File: src/tpr_pkg.sv
package tpr_pkg;
	// query opcodes, short and long form
	localparam logic [7:0] OP_SENSE6 = 8'h1A;
	localparam logic [7:0] OP_SENSE10 = 8'h5A;
	// page codes with a special meaning
	localparam logic [5:0] PG_NONE = 6'h00;
	localparam logic [5:0] PG_VEND = 6'h3E;
	localparam logic [5:0] PG_ALL = 6'h3F;
	// page table in ascending code order, lengths exclude the 2-byte page header
	localparam int NPG = 7;
	localparam logic [NPG-1:0][5:0] PG_CODE =
		{6'h3E, 6'h11, 6'h10, 6'h0F, 6'h0A, 6'h02, 6'h01};
	localparam logic [NPG-1:0][7:0] PG_LEN =
		{8'h0F, 8'h06, 8'h0E, 8'h0E, 8'h06, 8'h0E, 8'h0A};
	localparam logic [15:0] PG_HDR = 16'h0002;
	// response framing
	localparam logic [15:0] HDR6 = 16'h0004;
	localparam logic [15:0] HDR10 = 16'h0008;
	localparam logic [7:0] BDL = 8'h08;
	// media type codes
	localparam logic [7:0] MT_NONE = 8'h00;
	localparam logic [7:0] MT_CLEAN = 8'h81;
	localparam logic [7:0] MT_GEN2 = 8'h82;
	localparam logic [7:0] MT_GEN3 = 8'h83;
	// density codes
	localparam logic [7:0] DEN_DEF = 8'h00;
	localparam logic [7:0] DEN_NOP = 8'h7F;
	localparam logic [7:0] DEN_26G = 8'h17;
	localparam logic [7:0] DEN_60G = 8'h18;
	localparam logic [7:0] DEN_10G = 8'h19;
	localparam logic [7:0] DEN_10GN = 8'h80;
	localparam logic [7:0] DEN_20G = 8'h81;
	// limits
	localparam logic [23:0] BLK_MAX_LO = 24'h040000;
	localparam logic [23:0] BLK_MAX_HI = 24'h0FFFFF;
	localparam logic [1:0] TDC_MAX = 2'h3;
	localparam logic [15:0] WD_MIN = 16'h000F;
	localparam logic [15:0] WD_MAX = 16'h1964;
	// constant page content
	localparam logic [7:0] ALG_LZ = 8'h10;
	localparam logic [7:0] BLKID_BIT = 8'h20;
	localparam logic [7:0] EARLY_REC = 8'h08;
	localparam logic [7:0] FMT_AUTO = 8'h01;
	// register byte offsets
	localparam logic [7:0] REG_CMD = 8'h00;
	localparam logic [7:0] REG_ALLOC = 8'h04;
	localparam logic [7:0] REG_STAT = 8'h08;
	localparam logic [7:0] REG_DATA = 8'h0C;
	localparam logic [7:0] REG_HDR = 8'h10;
	localparam logic [7:0] REG_BLKLEN = 8'h14;
	localparam logic [7:0] REG_FLAGS = 8'h18;
	localparam logic [7:0] REG_BURST = 8'h1C;
	localparam logic [7:0] REG_WDELAY = 8'h20;
	localparam logic [7:0] REG_MEDIA = 8'h24;
	// field positions
	localparam int CMD_SUP = 8;
	localparam int CMD_PCTL = 9;
	localparam int CMD_PG = 11;
	localparam int ST_SELERR = 3;
	// bus answers
	localparam logic [1:0] RESP_OKAY = 2'h0;
	localparam logic [1:0] RESP_SLVERR = 2'h2;
	typedef enum logic [1:0] {PGCTL_CUR, PGCTL_CHG, PGCTL_DEF, PGCTL_SAVED} tpr_pgctl_e;
	// one set of changeable values; fixed clears constant bits in the mask view
	typedef struct packed {
		logic fixed;
		logic buffered;
		logic post_err;
		logic log_exception_report;
		logic compression_enable;
		logic sync_at_early_warning;
		logic select_compression;
		logic [1:0] transfer_disconnect_control;
		logic [15:0] max_burst;
		logic [15:0] write_delay;
		logic [23:0] block_length;
	} tpr_view_s;
	localparam tpr_view_s VIEW_DEF = '{1'b1, 1'b1, 1'b0, 1'b0, 1'b1, 1'b1, 1'b1,
		2'h0, 16'h0080, 16'h00C8, 24'h000000};
	localparam tpr_view_s VIEW_CHG = '{1'b0, 1'b1, 1'b1, 1'b1, 1'b1, 1'b1, 1'b1,
		2'h3, 16'hFFFF, 16'hFFFF, 24'hFFFFFF};
endpackage : tpr_pkg

File: src/tpr_responder.sv
`timescale 1ns/1ps
// Overview of operation
// round out-of-range values, never descriptor length
// buffered mode defaults one, accepts 0/1
// descriptor length reads eight, accepts 0/8
// block length default zero, capped per mode
// burst size defaults 0080h, any 16-bit
// disconnect control defaults zero, range 0..3
// write delay default C8h, range Fh..1964h
// single-bit settings accept 0/1 with defaults
// accept short 1Ah and long 5Ah forms
// suppress bit omits the block descriptor
// page control picks current/changeable/default/saved
// zero allocation completes good without data
// header, descriptor, then pages, sized per form
// length field counts bytes after itself
// media type none, cleaning, two generations
// write-protect bit mirrors cartridge switch
// buffered mode picks when writes report good
// density reports current, 7Fh keeps, listed select
// zero block length means variable length
// supported page codes, all-pages for queries
// page length excludes its two header bytes
// clamp to nearest limit, store and report
module tpr_responder (
	input wire logic i_core_clk,
	input wire logic i_sys_rst,
	input wire logic [7:0] i_awaddr,
	input wire logic i_awvalid,
	output logic o_awready,
	input wire logic [31:0] i_wdata,
	input wire logic [3:0] i_wstrb,
	input wire logic i_wvalid,
	output logic o_wready,
	output logic [1:0] o_bresp,
	output logic o_bvalid,
	input wire logic i_bready,
	input wire logic [7:0] i_araddr,
	input wire logic i_arvalid,
	output logic o_arready,
	output logic [31:0] o_rdata,
	output logic [1:0] o_rresp,
	output logic o_rvalid,
	input wire logic i_rready,
	input wire logic i_media_present,
	input wire logic i_media_cleaning,
	input wire logic i_media_gen3,
	input wire logic i_write_protect,
	input wire logic i_high_capacity,
	input wire logic [7:0] i_cur_density,
	input wire logic i_blk_buffered,
	input wire logic i_blk_on_tape,
	output logic o_write_good,
	output logic o_buffered_mode,
	output logic o_fixed_block,
	output logic [23:0] o_block_length,
	output logic [15:0] o_max_burst,
	output logic [1:0] o_transfer_disconnect_control,
	output logic [15:0] o_write_delay,
	output logic o_post_err,
	output logic o_log_exception_report,
	output logic o_compression_enable,
	output logic o_sync_at_early_warning,
	output logic o_select_compression,
	output logic [7:0] o_density_sel
);
	// every flop of the block
	typedef struct packed {
		logic awready;
		logic wready;
		logic bvalid;
		logic [1:0] bresp;
		logic [7:0] awaddr;
		logic [31:0] wdata;
		logic [3:0] wstrb;
		logic arready;
		logic rvalid;
		logic [1:0] rresp;
		logic [31:0] rdata;
		logic [12:0] pin1; // first sync stage, read only by pin2
		logic [12:0] pin2; // {density, hicap, wp, gen3, clean, present}
		tpr_pkg::tpr_view_s cur; // current settings
		logic fixed_blk;
		logic [7:0] dens_sel;
		logic busy; // response being drained
		logic done;
		logic chk; // command refused
		logic sel_err; // selection refused
		logic [7:0] opcode;
		logic long_cmd;
		logic suppress;
		tpr_pkg::tpr_pgctl_e pgctl;
		logic [5:0] pgcode;
		logic [tpr_pkg::NPG-1:0] pgset;
		logic [15:0] alloc;
		logic [15:0] total; // bytes the full response holds
		logic [15:0] xfer; // bytes actually handed out
		logic [15:0] pos;
		logic wgood;
	} tpr_state_s;

	// reset image of the state
	function automatic tpr_state_s rst_val();
		tpr_state_s r;
		r = '0;
		r.awready = 1'b1;
		r.wready = 1'b1;
		r.arready = 1'b1;
		r.cur = tpr_pkg::VIEW_DEF;
		r.dens_sel = tpr_pkg::DEN_DEF;
		return r;
	endfunction : rst_val

	localparam tpr_state_s ST_RST = rst_val();

	tpr_state_s q;
	tpr_state_s d;

	// decode shared by read and write channels
	function automatic logic is_mapped(logic [7:0] a);
		return a inside {tpr_pkg::REG_CMD, tpr_pkg::REG_ALLOC, tpr_pkg::REG_STAT,
			tpr_pkg::REG_DATA, tpr_pkg::REG_HDR, tpr_pkg::REG_BLKLEN, tpr_pkg::REG_FLAGS,
			tpr_pkg::REG_BURST, tpr_pkg::REG_WDELAY, tpr_pkg::REG_MEDIA};
	endfunction : is_mapped

	// media type from the synced cartridge pins
	function automatic logic [7:0] media_type(logic [12:0] p);
		if (!p[0]) begin
			return tpr_pkg::MT_NONE;
		end
		if (p[1]) begin
			return tpr_pkg::MT_CLEAN;
		end
		return p[2] ? tpr_pkg::MT_GEN3 : tpr_pkg::MT_GEN2;
	endfunction : media_type

	// densities that selection may ask for
	function automatic logic den_ok(logic [7:0] c);
		return c inside {tpr_pkg::DEN_DEF, tpr_pkg::DEN_NOP, tpr_pkg::DEN_26G,
			tpr_pkg::DEN_60G, tpr_pkg::DEN_10G, tpr_pkg::DEN_10GN, tpr_pkg::DEN_20G};
	endfunction : den_ok

	// register image, also the base for byte-lane merges
	function automatic logic [31:0] readback(tpr_state_s s, logic [7:0] a);
		logic [31:0] r;
		r = 32'h0000_0000;
		case (a)
			tpr_pkg::REG_CMD: r = {15'h0000, s.pgcode, s.pgctl, s.suppress, s.opcode};
			tpr_pkg::REG_ALLOC: r = {16'h0000, s.alloc};
			tpr_pkg::REG_STAT: r = {s.pos, 12'h000, s.sel_err, s.chk, s.done, s.busy};
			tpr_pkg::REG_HDR: r = {8'h00, s.dens_sel, tpr_pkg::BDL, 7'h00, s.cur.buffered};
			tpr_pkg::REG_BLKLEN: r = {8'h00, s.cur.block_length};
			tpr_pkg::REG_FLAGS: r = {15'h0000, s.cur.select_compression,
				3'h0, s.cur.sync_at_early_warning, 3'h0, s.cur.compression_enable,
				3'h0, s.cur.log_exception_report, 3'h0, s.cur.post_err};
			tpr_pkg::REG_BURST: r = {14'h0000, s.cur.transfer_disconnect_control,
				s.cur.max_burst};
			tpr_pkg::REG_WDELAY: r = {16'h0000, s.cur.write_delay};
			tpr_pkg::REG_MEDIA: r = {14'h0000, s.pin2[4], s.pin2[3], s.pin2[12:5],
				media_type(s.pin2)};
			default: r = 32'h0000_0000; // data port and holes read zero
		endcase
		return r;
	endfunction : readback

	// pages a query asks for; vendor page only through the long form
	function automatic logic [tpr_pkg::NPG-1:0] sel_pages(logic [5:0] pg, logic lng);
		logic [tpr_pkg::NPG-1:0] r;
		r = '0;
		for (int i = 0; i < tpr_pkg::NPG; i++) begin
			if ((pg == tpr_pkg::PG_ALL || pg == tpr_pkg::PG_CODE[i])
				&& (lng || tpr_pkg::PG_CODE[i] != tpr_pkg::PG_VEND)) begin
				r[i] = 1'b1;
			end
		end
		return r;
	endfunction : sel_pages

	// bytes taken by the chosen pages
	function automatic logic [15:0] pages_len(logic [tpr_pkg::NPG-1:0] set);
		logic [15:0] n;
		n = 16'h0000;
		for (int i = 0; i < tpr_pkg::NPG; i++) begin
			if (set[i]) begin
				n = n + {8'h00, tpr_pkg::PG_LEN[i]} + tpr_pkg::PG_HDR;
			end
		end
		return n;
	endfunction : pages_len

	// one byte of page i; unlisted bytes read zero, constant bits too in the changeable view
	function automatic logic [7:0] pg_byte(logic [2:0] i, logic [7:0] k, tpr_pkg::tpr_view_s v);
		logic [7:0] f;
		logic [7:0] b;
		f = {8{v.fixed}};
		b = 8'h00;
		if (k == 8'h00) begin
			b = {2'b00, tpr_pkg::PG_CODE[i]}; // savable flag stays clear
		end else if (k == 8'h01) begin
			b = tpr_pkg::PG_LEN[i];
		end else begin
			case (i)
				3'h0: begin // error recovery
					if (k == 8'h02) b = (tpr_pkg::EARLY_REC & f) | {5'h00, v.post_err, 2'h0};
				end
				3'h1: begin // disconnect/reconnect
					if (k == 8'h0A) b = v.max_burst[15:8];
					if (k == 8'h0B) b = v.max_burst[7:0];
					if (k == 8'h0C) b = {6'h00, v.transfer_disconnect_control};
				end
				3'h2: begin // control
					if (k == 8'h02) b = {7'h00, v.log_exception_report};
				end
				3'h3: begin // compression
					if (k == 8'h02) b = {v.compression_enable, v.fixed, 6'h00};
					if (k == 8'h03) b = {v.fixed, 7'h00};
					if (k == 8'h07 || k == 8'h0B) b = tpr_pkg::ALG_LZ & f;
				end
				3'h4: begin // device configuration
					if (k == 8'h06) b = v.write_delay[15:8];
					if (k == 8'h07) b = v.write_delay[7:0];
					if (k == 8'h08) b = tpr_pkg::BLKID_BIT & f;
					if (k == 8'h0A) b = {4'h0, v.sync_at_early_warning, 3'h0};
					if (k == 8'h0E) b = {7'h00, v.select_compression};
				end
				3'h5: begin // medium partition
					if (k == 8'h07) b = tpr_pkg::FMT_AUTO & f;
				end
				default: b = 8'h00; // vendor page body is not kept here
			endcase
		end
		return b;
	endfunction : pg_byte

	// byte at the drain position: header, descriptor, pages
	function automatic logic [7:0] resp_byte(tpr_state_s s, tpr_pkg::tpr_view_s v);
		logic [15:0] hl;
		logic [15:0] p;
		logic [15:0] st;
		logic [15:0] ln;
		logic [15:0] dlen;
		logic [7:0] mt;
		logic [7:0] dsb;
		logic [7:0] bdl;
		logic [7:0] b;
		hl = s.long_cmd ? tpr_pkg::HDR10 : tpr_pkg::HDR6;
		dlen = s.total - (s.long_cmd ? 16'h0002 : 16'h0001);
		mt = media_type(s.pin2) & {8{v.fixed}};
		dsb = {s.pin2[3] & v.fixed, 2'b00, v.buffered, 4'h0};
		bdl = s.suppress ? 8'h00 : tpr_pkg::BDL;
		b = 8'h00;
		p = s.pos;
		if (p < hl) begin
			if (!s.long_cmd) begin
				case (p[1:0])
					2'h0: b = dlen[7:0];
					2'h1: b = mt;
					2'h2: b = dsb;
					default: b = bdl;
				endcase
			end else begin
				case (p[2:0])
					3'h0: b = dlen[15:8];
					3'h1: b = dlen[7:0];
					3'h2: b = mt;
					3'h3: b = dsb;
					3'h7: b = bdl;
					default: b = 8'h00;
				endcase
			end
		end else if (!s.suppress && p < hl + 16'h0008) begin
			case (p[2:0] - hl[2:0])
				3'h0: b = v.fixed ? s.pin2[12:5] : 8'hFF;
				3'h5: b = v.block_length[23:16];
				3'h6: b = v.block_length[15:8];
				3'h7: b = v.block_length[7:0];
				default: b = 8'h00; // block count always zero
			endcase
		end else begin
			p = p - hl - {8'h00, bdl};
			st = 16'h0000;
			for (int i = 0; i < tpr_pkg::NPG; i++) begin
				if (s.pgset[i]) begin
					ln = {8'h00, tpr_pkg::PG_LEN[i]} + tpr_pkg::PG_HDR;
					if (p >= st && p < st + ln) begin
						b = pg_byte(3'(i), 8'(p - st), v);
					end
					st = st + ln;
				end
			end
		end
		return b;
	endfunction : resp_byte

	// values shown under the requested page control
	function automatic tpr_pkg::tpr_view_s view_of(tpr_state_s s);
		case (s.pgctl)
			tpr_pkg::PGCTL_CUR: return s.cur;
			tpr_pkg::PGCTL_CHG: return tpr_pkg::VIEW_CHG;
			default: return tpr_pkg::VIEW_DEF; // saving unsupported, saved = default
		endcase
	endfunction : view_of

	// combinational helpers
	logic wr_go;
	logic cmd_go;
	logic rd_data;
	logic [31:0] wm;
	logic [31:0] wv;
	logic [7:0] bnow;
	logic [tpr_pkg::NPG-1:0] nset;
	logic nok;
	logic [15:0] ntotal;
	logic [15:0] nalloc;
	logic [15:0] nxfer;
	logic [23:0] blk_cap;
	logic hdr_bad;

	assign wr_go = !q.awready && !q.wready && !q.bvalid;
	assign cmd_go = wr_go && q.awaddr == tpr_pkg::REG_CMD && !q.busy;
	assign rd_data = q.arready && i_arvalid && i_araddr == tpr_pkg::REG_DATA;
	// byte strobes merge onto the present image
	assign wm = {{8{q.wstrb[3]}}, {8{q.wstrb[2]}}, {8{q.wstrb[1]}}, {8{q.wstrb[0]}}};
	assign wv = (readback(q, q.awaddr) & ~wm) | (q.wdata & wm);
	assign bnow = resp_byte(q, view_of(q));
	assign nset = sel_pages(wv[tpr_pkg::CMD_PG+:6], wv[7:0] == tpr_pkg::OP_SENSE10);
	assign nok = (wv[7:0] == tpr_pkg::OP_SENSE6 || wv[7:0] == tpr_pkg::OP_SENSE10)
		&& (wv[tpr_pkg::CMD_PG+:6] == tpr_pkg::PG_NONE || |nset);
	assign ntotal = (wv[7:0] == tpr_pkg::OP_SENSE10 ? tpr_pkg::HDR10 : tpr_pkg::HDR6)
		+ (wv[tpr_pkg::CMD_SUP] ? 16'h0000 : {8'h00, tpr_pkg::BDL}) + pages_len(nset);
	// short form carries only one allocation byte
	assign nalloc = wv[7:0] == tpr_pkg::OP_SENSE10 ? q.alloc : {8'h00, q.alloc[7:0]};
	assign nxfer = ntotal < nalloc ? ntotal : nalloc;
	assign blk_cap = q.pin2[4] ? tpr_pkg::BLK_MAX_HI : tpr_pkg::BLK_MAX_LO;
	// descriptor length is never rounded, unknown densities are refused
	assign hdr_bad = (wv[15:8] != 8'h00 && wv[15:8] != tpr_pkg::BDL) || !den_ok(wv[23:16]);

	// next-state logic
	always_comb begin
		d = q;
		d.pin1 = {i_cur_density, i_high_capacity, i_write_protect, i_media_gen3,
			i_media_cleaning, i_media_present};
		d.pin2 = q.pin1;
		// good-status point for writes
		d.wgood = q.cur.buffered ? i_blk_buffered : i_blk_on_tape;
		// write address and data, taken in either order
		if (q.awready && i_awvalid) begin
			d.awready = 1'b0;
			d.awaddr = i_awaddr;
		end
		if (q.wready && i_wvalid) begin
			d.wready = 1'b0;
			d.wdata = i_wdata;
			d.wstrb = i_wstrb;
		end
		if (q.bvalid && i_bready) begin
			d.bvalid = 1'b0;
			d.awready = 1'b1;
			d.wready = 1'b1;
		end
		if (wr_go) begin
			d.bvalid = 1'b1;
			d.bresp = is_mapped(q.awaddr) ? tpr_pkg::RESP_OKAY : tpr_pkg::RESP_SLVERR;
			case (q.awaddr)
				tpr_pkg::REG_CMD: begin
					if (q.busy) begin
						d.bresp = tpr_pkg::RESP_SLVERR; // busy: command refused
					end else begin
						d.opcode = wv[7:0];
						d.long_cmd = wv[7:0] == tpr_pkg::OP_SENSE10;
						d.suppress = wv[tpr_pkg::CMD_SUP];
						d.pgctl = tpr_pkg::tpr_pgctl_e'(wv[tpr_pkg::CMD_PCTL+:2]);
						d.pgcode = wv[tpr_pkg::CMD_PG+:6];
						d.pgset = nset;
						d.total = ntotal;
						d.xfer = nxfer;
						d.pos = 16'h0000;
						d.chk = !nok;
						d.done = !nok || nxfer == 16'h0000;
						d.busy = nok && nxfer != 16'h0000;
					end
				end
				tpr_pkg::REG_ALLOC: d.alloc = wv[15:0];
				tpr_pkg::REG_STAT: begin
					if (q.wstrb[0] && q.wdata[tpr_pkg::ST_SELERR]) begin
						d.sel_err = 1'b0;
					end
				end
				tpr_pkg::REG_HDR: begin
					if (hdr_bad) begin
						d.sel_err = 1'b1;
					end else begin
						d.cur.buffered = wv[7:0] != 8'h00;
						if (wv[23:16] != tpr_pkg::DEN_NOP) begin
							d.dens_sel = wv[23:16];
						end
					end
				end
				tpr_pkg::REG_BLKLEN: begin
					d.cur.block_length = wv[23:0] > blk_cap ? blk_cap : wv[23:0];
					d.fixed_blk = wv[23:0] != 24'h000000;
				end
				tpr_pkg::REG_FLAGS: begin
					d.cur.post_err = wv[3:0] != 4'h0;
					d.cur.log_exception_report = wv[7:4] != 4'h0;
					d.cur.compression_enable = wv[11:8] != 4'h0;
					d.cur.sync_at_early_warning = wv[15:12] != 4'h0;
					d.cur.select_compression = wv[19:16] != 4'h0;
				end
				tpr_pkg::REG_BURST: begin
					d.cur.max_burst = wv[15:0];
					d.cur.transfer_disconnect_control = wv[23:16] > {6'h00, tpr_pkg::TDC_MAX}
						? tpr_pkg::TDC_MAX : wv[17:16];
				end
				tpr_pkg::REG_WDELAY: begin
					if (wv[15:0] < tpr_pkg::WD_MIN) begin
						d.cur.write_delay = tpr_pkg::WD_MIN;
					end else if (wv[15:0] > tpr_pkg::WD_MAX) begin
						d.cur.write_delay = tpr_pkg::WD_MAX;
					end else begin
						d.cur.write_delay = wv[15:0];
					end
				end
				default: d.bvalid = 1'b1; // read-only and unmapped writes dropped
			endcase
		end
		// read channel; one read under way at a time
		if (q.rvalid && i_rready) begin
			d.rvalid = 1'b0;
			d.arready = 1'b1;
		end
		if (q.arready && i_arvalid) begin
			d.arready = 1'b0;
			d.rvalid = 1'b1;
			d.rresp = is_mapped(i_araddr) ? tpr_pkg::RESP_OKAY : tpr_pkg::RESP_SLVERR;
			d.rdata = readback(q, i_araddr);
			// reading the data port pops one response byte
			if (rd_data && q.busy) begin
				d.rdata = {24'h000000, bnow};
				d.pos = q.pos + 16'h0001;
				if (q.pos + 16'h0001 == q.xfer) begin
					d.busy = 1'b0;
					d.done = 1'b1;
				end
			end
		end
	end

	// state register
	always_ff @(posedge i_core_clk or posedge i_sys_rst) begin
		if (i_sys_rst) begin
			q <= ST_RST;
		end else begin
			q <= d;
		end
	end

	assign o_awready = q.awready;
	assign o_wready = q.wready;
	assign o_bresp = q.bresp;
	assign o_bvalid = q.bvalid;
	assign o_arready = q.arready;
	assign o_rdata = q.rdata;
	assign o_rresp = q.rresp;
	assign o_rvalid = q.rvalid;
	assign o_write_good = q.wgood;
	assign o_buffered_mode = q.cur.buffered;
	assign o_fixed_block = q.fixed_blk;
	assign o_block_length = q.cur.block_length;
	assign o_max_burst = q.cur.max_burst;
	assign o_transfer_disconnect_control = q.cur.transfer_disconnect_control;
	assign o_write_delay = q.cur.write_delay;
	assign o_post_err = q.cur.post_err;
	assign o_log_exception_report = q.cur.log_exception_report;
	assign o_compression_enable = q.cur.compression_enable;
	assign o_sync_at_early_warning = q.cur.sync_at_early_warning;
	assign o_select_compression = q.cur.select_compression;
	assign o_density_sel = q.dens_sel;
endmodule : tpr_responder
File: config.mk
export PLATFORM = sky130hd
export DESIGN_NAME = tpr_responder
export DESIGN_NICKNAME = d
export VERILOG_FILES = /design/src/tpr_pkg.sv /design/src/tpr_responder.sv
export SDC_FILE = /design/constraint.sdc
export NUM_CORES = 1
export LEC_CHECK = 0
export ABC_CLOCK_PERIOD_IN_PS = 20500
export BUFFER_PORTS_ARGS = -buffer_cell sky130_fd_sc_hd__buf_2
export CAP_MARGIN = 20
export CORE_MARGIN = 3
export CORE_UTILIZATION = 35
export CTS_BUF_LIST = sky130_fd_sc_hd__clkbuf_8
export CTS_CLUSTER_DIAMETER = 120
export DETAILED_ROUTE_END_ITERATION = 6
export GPL_TIMING_DRIVEN = 0
export MAX_ROUTING_LAYER = met4
export PLACE_DENSITY = 0.52
export SLEW_MARGIN = 20
export SYNTH_ARGS = -nofsm -noshare
export SYNTH_HDL_FRONTEND = slang
export SYNTH_SLANG_ARGS = --single-unit
File: constraint.sdc
create_clock -name i_core_clk -period 20.5 [get_ports i_core_clk]
set_clock_uncertainty 0.15 [all_clocks]
set_input_delay 2.05 -clock i_core_clk [delete_from_list [all_inputs] [get_ports i_core_clk]]
set_output_delay 2.05 -clock i_core_clk [all_outputs]
set_load 0.01 [all_outputs]
==> impl_metrics.tcl <==
set metrics [dict create \
    finalHoldWorstSlack_ns 0.198 \
    path_class "flip-flop to flip-flop" \
    p_leak_nw 10.0 \
    initial_core_util_pct 35.7 \
    synth_most_common_cell "nand2_1" \
    clk_path_buf_depth 3 \
    core.rowCount 85 \
    worstSetupStartpointType "flip-flop" \
    grt_use_total_pct 32.2 \
    synth_cells 2251 \
    seq_area_frac_synth_pct 33.5 \
    synth_top_family_by_area "compound AO/OA/AOI/OAI gates" \
    antenna_found_initial 3 \
    yosysTopAreaCell "dfrtp_1" \
    status "finished with violations" \
    grt_pass1_vias 18900 \
    setup_viol 0 \
    finalPower_mw 2.75 \
    ctsResizeCount 0 \
    grt_first_pass_wirelength_mm 135 \
    worstSkewPairLatency_ns 0.66 \
    dp_hpwl_mm 74.2 \
    netlist.area_leader.share_pct 32.0 \
    hold_violations 0 \
    firstDrtPassIters 7 \
    overflow 0 \
    vias 19600 \
    gp_congestion 1.05 \
    synth.area.mux_share_pct 5.59 \
    stdcell_area_sq_mm 0.0224 \
    cts_setup_buffers 0 \
    nFillCells 5614 \
    core_area_sq_mm 0.0545 \
    cp.arrival_ns 10.74 \
    cts_buffers 48 \
    worstHoldStart "d[170]" \
    grt_max_degree 99 \
    ys_warn_count 0 \
    cts_hold_buf 0 \
    synthDistinctLibCells 101 \
    drt_iter0_markers 2366 \
    cp_slowest_cell "nor4b_2" \
    synthTopCellsByCount "252 x nand2_1, 249 x dfrtp_1, 175 x o21ai_0" \
    drc_errors 14 \
    numPortBuffers 177 \
    async_flop_share_pct 100 \
    worstHoldPathType "flip-flop to flip-flop" \
    fin_util_pct 41.2 \
    die_height_um 242 \
    nNetsFinal 2673 \
    cts-root-buf "clkbuf_8" \
    synth-adder-area-share_pct 7.43 \
    die_x_um 242 \
    synth_edf_count 0 \
    via_per_inst 5.99 \
    wl_per_cell_um 28.8 \
    synth-xor-area-share_pct 3.77 \
    setup-tns-final_ns 0 \
    final_layout_size_suffix_gt1_share_pct 20.2 \
    io_pins 189 \
    slew_headroom_pct 21.7 \
    fmax_mhz 96.5 \
    cts_sinks 260 \
    die-area_sq_mm 0.0585 \
    final_antenna_net_count 0 \
    area_growth_pct 15.2 \
    synth_simple_gate_area_share_pct 19.5 \
    cap_violations 0 \
    cts_max_level 2 \
    synth_compound_area_share_pct 21.9 \
    avgSynthCellArea_sq_um 8.64 \
    synthFlopType "dfrtp_1" \
    synthesis.area_sq_mm 0.0195 \
    min_period_over_period_pct 50.6 \
    routed_wl_mm 94.3 \
    synthTopCellsByArea "dfrtp_1 32%, ha_1 6.6%, nand2_1 4.9%" \
    timing.rr.start "q[273]" \
    worstPathRequired_ns 20.88 \
    powerDensity_mw_per_mm2 123 \
    crit_top_cell "ha_1" \
    violations "DRC" \
    critPathLaunch "q[273]" \
    placed_cell_area_sq_mm 0.0214 \
    cts_tree "done" \
    peakVddDrop_uv 75.2 \
    tightest_slew_ns 1.17 \
    synth-seq-cells 260 \
    period_needed_ns 10.37 \
    clk_pin_slew_ns 0.06 \
    rsz0062_at_grt "no" \
    slew_violations 0 \
    cp_slowest_stage_delay_ns 0.92 \
    critPathCaptureType "flip-flop" \
    cp_max_fo 10 \
]
-- kinds of logic after synthesis --
| family | after synthesis |
|---|---|
| flops | 260 |
| other cells | 2 |
| compound gates | 624 |
| xor+xnor | 79 |
| fa+ha+maj | 111 |
| mux | 99 |
| simple gates | 765 |
| buf+inv | 311 |
-- routing by layer --
layer  wire [um]  GRT usage [%]  vias to the layer above
li1            -              -                     8600
met1       42000           44.8                     9660
met2       40300           47.4                     1102
met3        7930           5.21                      204
met4        4010           11.5                        0
met5           0              -                        -
-- power by group --
part           switching (mW)  total, mW  internal, mW
clock                   0.240      0.514         0.274
combinational           0.896       1.41         0.515
sequential              0.209      0.830         0.621
total                    1.35       2.75          1.41
-- area by class of cell --
type / count / area, sq um / area share [%]
plain buffers: 218 / 1250 / 5.59
diodes: 3 / 7.51 / 0.0335
well taps: 739 / 925 / 4.13
inverters: 93 / 358 / 1.60
repair buffers: 183 / 976 / 4.35
clock inverters: 31 / 196 / 0.876
clock buffers: 56 / 771 / 3.44
multi-input cells: 1685 / 11400 / 50.9
flip-flops and latches: 260 / 6520 / 29.1
-- worst paths after layout --
path	endpoint	cells past startpoint	slack, ns
hold / removal	q[170]	0	0.20
setup reg to reg	q[93]	35	10.13
max in group asynchronous	o_density_sel[7]	4	17.54
setup / recovery	q[93]	35	10.13
hold reg to reg	q[170]	0	0.20
min in group asynchronous	q[55]	2	1.31
-- registers in the layout (all words and copies together), names as in the netlist, 2 cells and up --
name and count:
d 13, o_block_length 24, o_density_sel 8, o_max_burst 16
o_rdata 32, o_transfer_disconnect_control 2, o_write_delay 16, q 134
-- placed cells by master, fill, tap and decap left out, types with 27 or more instances in the layout --
cell,Yosys,final
a21o_1,30,30
a21oi_1,101,100
a22oi_1,44,44
a31oi_1,29,29
buf_2,18,196
buf_4,108,109
clkbuf_1,89,89
clkbuf_8,0,56
dfrtp_1,249,249
ha_1,102,102
inv_1,88,109
mux2_2,76,76
nand2_1,252,252
nand2b_1,30,30
nand3_1,59,59
nand4_1,28,28
nor2_1,160,160
nor2b_1,27,27
nor3_1,54,50
o21ai_0,175,175
xnor2_1,50,48
-- worst max-delay path, delay by kind of cell, from the launching register on --
family	cells	cell delay (ns)
AO/OA/AOI/OAI	14	3.60
AND/OR/NAND/NOR	11	4.18
flip-flops	1	0.40
adder cells (fa/ha/maj)	4	0.79
buffers and inverters	4	0.43
XOR/XNOR	2	0.67
-- through the flow --
stage / setup slack, ns / std cells
CTS: 10.14 / 3264
finish: 10.13 / 3268
global route: 9.32 / 3268
floorplan: 11.16 / 2256
global placement: 7.85 / 3172
detailed placement: 10.19 / 3177
Note: power is estimated with default switching activity, not from simulation.
